[src/pifb_pkg.sv]
// shared constants and types for the peripheral interrupt flag/enable bank
package pifb_pkg;

	// register bus shape
	localparam int unsigned ADDR_W = 3;
	localparam int unsigned DATA_W = 8;

	// register offsets
	localparam logic [ADDR_W-1:0] OFF_ENABLE_3  = 3'h0;
	localparam logic [ADDR_W-1:0] OFF_ENABLE_4  = 3'h1;
	localparam logic [ADDR_W-1:0] OFF_REQUEST_0 = 3'h2;
	localparam logic [ADDR_W-1:0] OFF_REQUEST_1 = 3'h3;
	localparam logic [ADDR_W-1:0] OFF_CONTROL   = 3'h4;

	// reset values
	localparam logic [DATA_W-1:0] RST_ENABLE  = 8'h00;
	localparam logic [DATA_W-1:0] RST_REQUEST = 8'h00;
	localparam logic [DATA_W-1:0] RST_CONTROL = 8'h00;

	// hardware-set, software-writable bits of each request register
	localparam logic [DATA_W-1:0] REQ0_HS_MASK = 8'h21;
	localparam logic [DATA_W-1:0] REQ1_HS_MASK = 8'hcf;

	// field positions, request register zero
	localparam int unsigned REQ0_TIMER0_OVF_BIT = 5;
	localparam int unsigned REQ0_PIN_CHANGE_BIT = 4;
	localparam int unsigned REQ0_EXT_PIN_BIT    = 0;

	// field positions, request register one
	localparam int unsigned REQ1_TIMER1_GATE_BIT = 7;
	localparam int unsigned REQ1_ADC_DONE_BIT    = 6;
	localparam int unsigned REQ1_UART_RX_BIT     = 5;
	localparam int unsigned REQ1_UART_TX_BIT     = 4;
	localparam int unsigned REQ1_SYNC_DONE_BIT   = 3;
	localparam int unsigned REQ1_SYNC_COLL_BIT   = 2;
	localparam int unsigned REQ1_TIMER2_BIT      = 1;
	localparam int unsigned REQ1_TIMER1_OVF_BIT  = 0;

	// field positions, control register
	localparam int unsigned CTRL_GLOBAL_EN_BIT = 7;
	localparam int unsigned CTRL_PERIPH_EN_BIT = 6;
	localparam logic [DATA_W-1:0] CTRL_MASK    = 8'hc0;

	// width of the per-pin change flag summary input
	localparam int unsigned PIN_FLAGS_W = 8;

	// one-cycle event pulses from the peripherals
	typedef struct packed {
		logic timer0_ovf;
		logic ext_pin;
		logic timer1_gate;
		logic adc_done;
		logic sync_serial_done;
		logic sync_serial_collision;
		logic timer2_match;
		logic timer1_ovf;
	} pifb_event_t;

endpackage

[src/pifb_bank.sv]
// peripheral interrupt flag and enable register bank
// Summary of operation
// RULE1: flags set by events regardless of enables
// RULE2: software clears stale flag before enabling
// RULE3: enable three: eight read/write source enables
// RULE4: enable four: eight read/write source enables
// RULE5: all enables reset to zero; enables zero and one are inputs here that reset does not clear
// RULE6: timer0 overflow sets sticky request bit five
// RULE7: pin change bit is OR of pin flags
// RULE8: external pin event sets sticky bit zero
// RULE9: unused request zero bits read zero
// RULE10: timer1 gate closing sets bit seven
// RULE11: conversion complete sets bit six
// RULE12: receive buffer not empty reads bit five
// RULE13: transmit buffer empty reads bit four
// RULE14: serial transfer complete sets bit three
// RULE15: bus collision sets sticky bit two
// RULE16: timer2 period match sets sticky bit one
// RULE17: timer1 overflow sets sticky bit zero
// RULE18: flags software writable, reset to zero
// RULE19: peripheral master enable gates core request
// RULE20: global enable gates every core request
// RULE21: request is OR of flag AND enable
`timescale 1ns/1ps
`default_nettype none

module pifb_bank (
	input  wire logic                          mclk_i,
	input  wire logic                          rstn_i,
	input  wire logic [pifb_pkg::ADDR_W-1:0]   addr_i,
	input  wire logic [pifb_pkg::DATA_W-1:0]   wdata_i,
	input  wire logic                          wr_i,
	input  wire logic                          rd_i,
	output logic      [pifb_pkg::DATA_W-1:0]   rdata_o,
	input  wire pifb_pkg::pifb_event_t         event_i,
	input  wire logic [pifb_pkg::PIN_FLAGS_W-1:0] per_pin_change_flags_i,
	input  wire logic                          uart_rx_nonempty_i,
	input  wire logic                          uart_tx_empty_i,
	input  wire logic [pifb_pkg::DATA_W-1:0]   periph_irq_enable_0_i,
	input  wire logic [pifb_pkg::DATA_W-1:0]   periph_irq_enable_1_i,
	input  wire logic [pifb_pkg::DATA_W-1:0]   periph_irq_request_3_i,
	input  wire logic [pifb_pkg::DATA_W-1:0]   periph_irq_request_4_i,
	output logic                               periph_req_o,
	output logic                               core_irq_o
);

	logic [pifb_pkg::DATA_W-1:0] periph_irq_enable_3;
	logic [pifb_pkg::DATA_W-1:0] periph_irq_enable_4;
	logic [pifb_pkg::DATA_W-1:0] req0_hs;
	logic [pifb_pkg::DATA_W-1:0] req1_hs;
	logic [pifb_pkg::DATA_W-1:0] irq_control_reg;
	logic [pifb_pkg::DATA_W-1:0] set0;
	logic [pifb_pkg::DATA_W-1:0] set1;
	logic [pifb_pkg::DATA_W-1:0] next_req0;
	logic [pifb_pkg::DATA_W-1:0] next_req1;
	logic [pifb_pkg::DATA_W-1:0] periph_irq_request_0;
	logic [pifb_pkg::DATA_W-1:0] periph_irq_request_1;
	logic [pifb_pkg::DATA_W-1:0] next_rdata;
	logic                        wr_en3;
	logic                        wr_en4;
	logic                        wr_req0;
	logic                        wr_req1;
	logic                        wr_ctrl;
	logic                        global_irq_en;
	logic                        peripheral_irq_master_en;
	logic                        next_periph_req;

	// address decode
	assign wr_en3  = wr_i && (addr_i == pifb_pkg::OFF_ENABLE_3);
	assign wr_en4  = wr_i && (addr_i == pifb_pkg::OFF_ENABLE_4);
	assign wr_req0 = wr_i && (addr_i == pifb_pkg::OFF_REQUEST_0);
	assign wr_req1 = wr_i && (addr_i == pifb_pkg::OFF_REQUEST_1);
	assign wr_ctrl = wr_i && (addr_i == pifb_pkg::OFF_CONTROL);

	assign global_irq_en            = irq_control_reg[pifb_pkg::CTRL_GLOBAL_EN_BIT];
	assign peripheral_irq_master_en = irq_control_reg[pifb_pkg::CTRL_PERIPH_EN_BIT];

	// enable register three
	always_ff @(posedge mclk_i or negedge rstn_i) begin
		if (!rstn_i) begin
			periph_irq_enable_3 <= pifb_pkg::RST_ENABLE; // [RULE5]
		end else if (wr_en3) begin
			periph_irq_enable_3 <= wdata_i; // [RULE3]
		end
	end

	// enable register four
	always_ff @(posedge mclk_i or negedge rstn_i) begin
		if (!rstn_i) begin
			periph_irq_enable_4 <= pifb_pkg::RST_ENABLE; // [RULE5]
		end else if (wr_en4) begin
			periph_irq_enable_4 <= wdata_i; // [RULE4]
		end
	end

	// control register: global and peripheral master enables
	always_ff @(posedge mclk_i or negedge rstn_i) begin
		if (!rstn_i) begin
			irq_control_reg <= pifb_pkg::RST_CONTROL;
		end else if (wr_ctrl) begin
			irq_control_reg <= wdata_i & pifb_pkg::CTRL_MASK;
		end
	end

	// hardware set terms, independent of any enable
	always_comb begin
		set0 = '0;
		set0[pifb_pkg::REQ0_TIMER0_OVF_BIT]  = event_i.timer0_ovf; // [RULE6] [RULE1]
		set0[pifb_pkg::REQ0_EXT_PIN_BIT]     = event_i.ext_pin; // [RULE8] [RULE1]
		set1 = '0;
		set1[pifb_pkg::REQ1_TIMER1_GATE_BIT] = event_i.timer1_gate; // [RULE10]
		set1[pifb_pkg::REQ1_ADC_DONE_BIT]    = event_i.adc_done; // [RULE11]
		set1[pifb_pkg::REQ1_SYNC_DONE_BIT]   = event_i.sync_serial_done; // [RULE14]
		set1[pifb_pkg::REQ1_SYNC_COLL_BIT]   = event_i.sync_serial_collision; // [RULE15]
		set1[pifb_pkg::REQ1_TIMER2_BIT]      = event_i.timer2_match; // [RULE16]
		set1[pifb_pkg::REQ1_TIMER1_OVF_BIT]  = event_i.timer1_ovf; // [RULE17]
	end

	// software write replaces, a same-cycle event still wins
	always_comb begin
		next_req0 = wr_req0 ? (wdata_i & pifb_pkg::REQ0_HS_MASK) : req0_hs; // [RULE18] [RULE9]
		next_req0 = next_req0 | set0; // [RULE1]
		next_req1 = wr_req1 ? (wdata_i & pifb_pkg::REQ1_HS_MASK) : req1_hs; // [RULE18]
		next_req1 = next_req1 | set1; // [RULE1]
	end

	// sticky flags of request register zero
	always_ff @(posedge mclk_i or negedge rstn_i) begin
		if (!rstn_i) begin
			req0_hs <= pifb_pkg::RST_REQUEST; // [RULE18]
		end else begin
			req0_hs <= next_req0; // [RULE6] [RULE8]
		end
	end

	// sticky flags of request register one
	always_ff @(posedge mclk_i or negedge rstn_i) begin
		if (!rstn_i) begin
			req1_hs <= pifb_pkg::RST_REQUEST; // [RULE18]
		end else begin
			req1_hs <= next_req1; // [RULE14] [RULE15] [RULE16] [RULE17]
		end
	end

	// visible request registers with live read-only bits
	always_comb begin
		periph_irq_request_0 = req0_hs;
		periph_irq_request_0[pifb_pkg::REQ0_PIN_CHANGE_BIT] = |per_pin_change_flags_i; // [RULE7]
		periph_irq_request_1 = req1_hs;
		periph_irq_request_1[pifb_pkg::REQ1_UART_RX_BIT] = uart_rx_nonempty_i; // [RULE12]
		periph_irq_request_1[pifb_pkg::REQ1_UART_TX_BIT] = uart_tx_empty_i; // [RULE13]
	end

	// read mux, unmapped reads return zero
	always_comb begin
		next_rdata = '0;
		if (rd_i) begin
			unique case (addr_i)
				pifb_pkg::OFF_ENABLE_3:  next_rdata = periph_irq_enable_3;
				pifb_pkg::OFF_ENABLE_4:  next_rdata = periph_irq_enable_4;
				pifb_pkg::OFF_REQUEST_0: next_rdata = periph_irq_request_0; // [RULE9]
				pifb_pkg::OFF_REQUEST_1: next_rdata = periph_irq_request_1;
				pifb_pkg::OFF_CONTROL:   next_rdata = irq_control_reg;
				default:                 next_rdata = '0;
			endcase
		end
	end

	always_ff @(posedge mclk_i or negedge rstn_i) begin
		if (!rstn_i) begin
			rdata_o <= '0;
		end else begin
			rdata_o <= next_rdata;
		end
	end

	// combined peripheral request
	assign next_periph_req =
		|(periph_irq_request_0 & periph_irq_enable_0_i) |
		|(periph_irq_request_1 & periph_irq_enable_1_i) |
		|(periph_irq_request_3_i & periph_irq_enable_3) |
		|(periph_irq_request_4_i & periph_irq_enable_4); // [RULE21]

	always_ff @(posedge mclk_i or negedge rstn_i) begin
		if (!rstn_i) begin
			periph_req_o <= 1'b0;
		end else begin
			periph_req_o <= next_periph_req; // [RULE21]
		end
	end

	// request to the core, gated by both enables
	always_ff @(posedge mclk_i or negedge rstn_i) begin
		if (!rstn_i) begin
			core_irq_o <= 1'b0;
		end else begin
			core_irq_o <= next_periph_req && peripheral_irq_master_en
				&& global_irq_en; // [RULE19] [RULE20]
		end
	end
endmodule // pifb_bank

`default_nettype wire

[config.mk]
export PLATFORM = sky130hd
export DESIGN_NAME = pifb_bank
export DESIGN_NICKNAME = d
export VERILOG_FILES = /design/src/pifb_pkg.sv /design/src/pifb_bank.sv
export SDC_FILE = /design/constraint.sdc
export NUM_CORES = 1
export LEC_CHECK = 0
export BUFFER_PORTS_ARGS = -buffer_cell sky130_fd_sc_hd__buf_2
export CAP_MARGIN = 5
export CELL_PAD_IN_SITES_DETAIL_PLACEMENT = 0
export CELL_PAD_IN_SITES_GLOBAL_PLACEMENT = 1
export CORE_ASPECT_RATIO = 1.4
export CORE_MARGIN = 2
export CORE_UTILIZATION = 36
export DETAILED_ROUTE_END_ITERATION = 10
export MAX_ROUTING_LAYER = met4
export PLACE_DENSITY_LB_ADDON = 0.1
export REMOVE_ABC_BUFFERS = 1
export SLEW_MARGIN = 20
export SYNTH_ARGS = -nofsm -noshare
export SYNTH_HDL_FRONTEND = slang
export SYNTH_SLANG_ARGS = --single-unit
[constraint.sdc]
create_clock -name mclk_i -period 1.3 [get_ports mclk_i]
set_input_delay 0.065 -clock mclk_i [delete_from_list [all_inputs] [get_ports mclk_i]]
set_output_delay 0.065 -clock mclk_i [all_outputs]
set_load 0.03 [all_outputs]
# After elaboration in Yosys (flattened, before gate mapping)
# Index checks and enable logic that the tools add are counted.
# classes
n_bitwise,9
reduce_logical,13
mux,4
eq_ne,4
# ops
cell,n
$pmux 8 s5,1
$reduce_or 8->1,5
$and 8x8->8,4
$mux 8,3
$or 8x6->8,1
$or 8x8->8,1
$logic_and 1x1->1,7
$eq 3x2->1 const B,2
$eq 3x1->1 const B,1
$eq 3x3->1 const B,1
$logic_not 3->1,1
$or 1x1->1,3
# word_totals
ff_bits,44
word_cells,38
output_inout_bits,10
inputBits,65

# Longest topological paths before layout
# depth
word_depth,8
depth_mapped,5
ltp_nobuf,4

# Worst setup path after synthesis
# No wires, ideal clock.
# synth_path
kind,input to register
from,input addr_i[1] (netlist bit)
to,register periph_irq_enable_3[0] (netlist bit)
path_slack_ps,124
arrival_ps,1051
path_stages,3
path_buffers,1
required_time_ps,1175
setup_time_ps,125
path_cell_list,buf_4 nor4b_4 mux2_2
# synth_via
elab_chain_len,2
# synth_rtl
element,line_no,rtl
from (decl),pifb_bank.sv:30,"input wire logic [pifb_pkg::ADDR_W-1:0] addr_i,"
$logic_not 3->1,pifb_bank.sv:69,assign wr_en3 = wr_i && (addr_i == pifb_pkg::OFF_ENABLE_3);
$logic_and 1x1->1,pifb_bank.sv:69,
to (signal assigned),pifb_bank.sv:81,periph_irq_enable_3 <= pifb_pkg::RST_ENABLE;
to (signal assigned),pifb_bank.sv:83,periph_irq_enable_3 <= wdata_i;
to (decl),pifb_bank.sv:47,logic [pifb_pkg::DATA_W-1:0] periph_irq_enable_3;
# Every way passes these cells.
# A chain may end at the register's enable or synchronous reset.

# Final worst setup path
# layout_path
from,register req1_hs[6] (netlist bit)
to,register rdata_o[6] (netlist bit)
# layout_via
elab_chain_len,2
# layout_rtl
element,line_no,rtl
from (decl),pifb_bank.sv:50,logic [pifb_pkg::DATA_W-1:0] req1_hs;
from (signal assigned),pifb_bank.sv:139,req1_hs <= pifb_pkg::RST_REQUEST;
from (signal assigned),pifb_bank.sv:141,req1_hs <= next_req1;
$pmux 8 s5,pifb_bank.sv:158,unique case (addr_i)
$mux 8,pifb_bank.sv:157,if (rd_i) begin
net next_rdata (one bit),pifb_bank.sv:58,logic [pifb_pkg::DATA_W-1:0] next_rdata;
to (signal assigned),pifb_bank.sv:173,rdata_o <= next_rdata;
to (decl),pifb_bank.sv:34,"output logic [pifb_pkg::DATA_W-1:0] rdata_o,"
# The timed path passes the listed nets, and every way through them passes these cells.

==> run metrics <==
IO Pins 75; placed instance count 277; Avg Synthesized Cell Area 12.5 sq um; Min-Delay Path Depth 2; initial core utilization 37.9%; post-route ant nets 0; H-tree levels 2; Setup Skew 0.00199 ns; critical path's slowest cell dfrtp_1; Syn. warnings 0; Tmin final 1.21 ns; crit path max fanout 3; clock buffer depth 2; Fin. Hold Viols 0; TritonCTS Buffers 5; count of cell types in the netlist 25; Setup Total Neg Slack 0 ns; WL final 4.40 mm; max frequency 827 MHz; Die W 62.6 microns; Synth area leaders dfrtp_1 (52%), mux2_2 (15%), a22oi_1 (7.8%); # rows 29; Global Route Usage Sum 18.6%; CTS sink count 36; worst hold margin 0.00920 ns; top cell type's share of synthesized area 52.0%; Place WS -0.0135 ns; vias in the first global route 1538; status completed; Mapped Area 1730 sq um; cells after synthesis 139; Hold Crit Class in -> reg; Final setup viols 0; VDD IR max 564 uV; crit path cell chain mux2_2 > a22oi_2 > o21ai_1 > and2_1; Syn-to-layout area delta 39.7%; Via Count 1432; number of synthesized flops with an enable pin 0; Crit. Startpoint req1_hs[6]; Worst Setup End Kind register; Congestion Overflow GR 0; DRT Pass-1 Iters 4; prevailing post-synth register cell dfrtp_1; PnR Total Power 2.77 mW; Slew Limit Fails 0; die area 5390 sq um; cells on worst reg2reg path 4; CTS tree done; Synth Register Bits 36; layout cell share with drive strength beyond 1 49.8%; Port Buffers 69; Static Leak 1.14 nW; power density cells 1140 nW/um^2; placed wire-length estimate 3.54 mm; GPL Wtd Cong 0.827; commonest cells after routing, fill and taps aside buf_2 (69), dfrtp_1 (36), mux2_2 (23); RSZ-0062 raised after global routing no; Finished Layout Cells 295; Reg clk slew, reported paths 0.07 ns; max_slew headroom 77.6%; antenna violations before repair 0; DRC 0; Reg2Reg Launch Point req1_hs[6]; number of max-cap violations 0; CP Class reg -> reg; CTS root buffer clkbuf_8; DR WL/cell 14.9 microns; Nets 297; antenna cell count 0; CP max stage delay 0.41 ns; DR vias/cell 4.85; first-pass GRT wire length 7.39 mm; DR iter-0 viols 36; commonest non-fill, non-tap cell in the layout buf_2; fin crit share 93.0%; min setup slack post-route 0.0911 ns; ys async rst share 100%; most area-hungry cell type in the Yosys netlist dfrtp_1; fillers 457; Setup crit start kind register; Worst Path Required 1.48 ns; Die Y 86.1 microns; clk_lat worst skew 0.28 ns; Worst EP arrival 1.39 ns; largest net degree at the start of global routing 19; Slew @ Worst Pin 0.336 ns; sequential element share of the synthesized area 52.0%; Core ar. 4570 sq um; hold path startpoint rd_i; Largest regs periph_irq_enable_3 x8, periph_irq_enable_4 x8, rdata_o x8
==> Yosys cell counts, types with 2 or more instances <==
cell type and n:
buf_2 3, a211o_1 8, inv_1 6, nor4_1 2, nor2_1 12, dfrtp_1 36
and2_1 2, nand2_1 4, a22oi_1 18, mux4_1 2, o21ai_0 2, nand4_1 2
nand3_1 4, nor2b_1 5, mux2_2 23
==> final cells by class <==
cell class	count	area (sq um)	area share, %
flip-flops and latches	36	901	37.2
multi-input cells	92	782	32.3
repair buffers	91	546	22.6
clock buffers	8	90.1	3.72
well taps	62	77.6	3.21
inverters	6	22.5	0.931
==> worst paths after layout <==
path	to	slack, ns
worst max-delay path	rdata_o[6]	0.09
max in group asynchronous	req1_hs[0]	0.67
worst min register to register	periph_irq_enable_4[2]	0.53
worst max register to register	rdata_o[6]	0.09
min in group asynchronous	periph_irq_enable_4[7]	0.20
worst min-delay path	rdata_o[6]	0.009
==> cell families after synthesis <==
kind of cell / count (synthesis) / synth area share, %
AO/OA/AOI/OAI: 29 / 12.8
buffers and inverters: 11 / 3.40
flip-flops: 36 / 52.0
multiplexers: 26 / 19.3
AND/OR/NAND/NOR: 37 / 12.5
==> power by group <==
part | leakage, nW | switching, mW | total, mW | internal, mW
registers | 0.418 | 0.111 | 1.39 | 1.28
logic | 0.672 | 0.250 | 0.582 | 0.332
clock network | 0.0455 | 0.368 | 0.800 | 0.432
==> layer usage <==
metal | share of wire, % | vias to the layer above | GRT usage (%)
met5 | 0 | - | -
met4 | 1.2 | 0 | 6.87
met3 | 5.4 | 5 | 4.20
met2 | 52 | 56 | 31.7
met1 | 42 | 660 | 21.5
li1 | - | 711 | -
==> metrics by stage <==
step	area, sq um	utilization [%]
2_1_floorplan	1700	-
3_3_place_gp	2220	48.6
3_5_place_dp	2220	48.6
4_1_cts	2400	52.5
5_1_grt	2420	52.9
6_report	2420	52.9
==> worst max-delay path, delay by kind of cell (launching register included) <==
| family | cells | cell delay (ns) |
|---|---|---|
| compound gates | 2 | 0.27 |
| flops | 1 | 0.41 |
| mux | 1 | 0.28 |
| simple gates | 1 | 0.15 |
==> repair_timing <==
action,CTS,global route
hold buffers,9,0
setup endpoints to repair,0,3
buffers inserted,0,1
gates resized for setup,0,3
hold endpoints to repair,44,0
No activity file was read; power rests on OpenSTA's default activity.
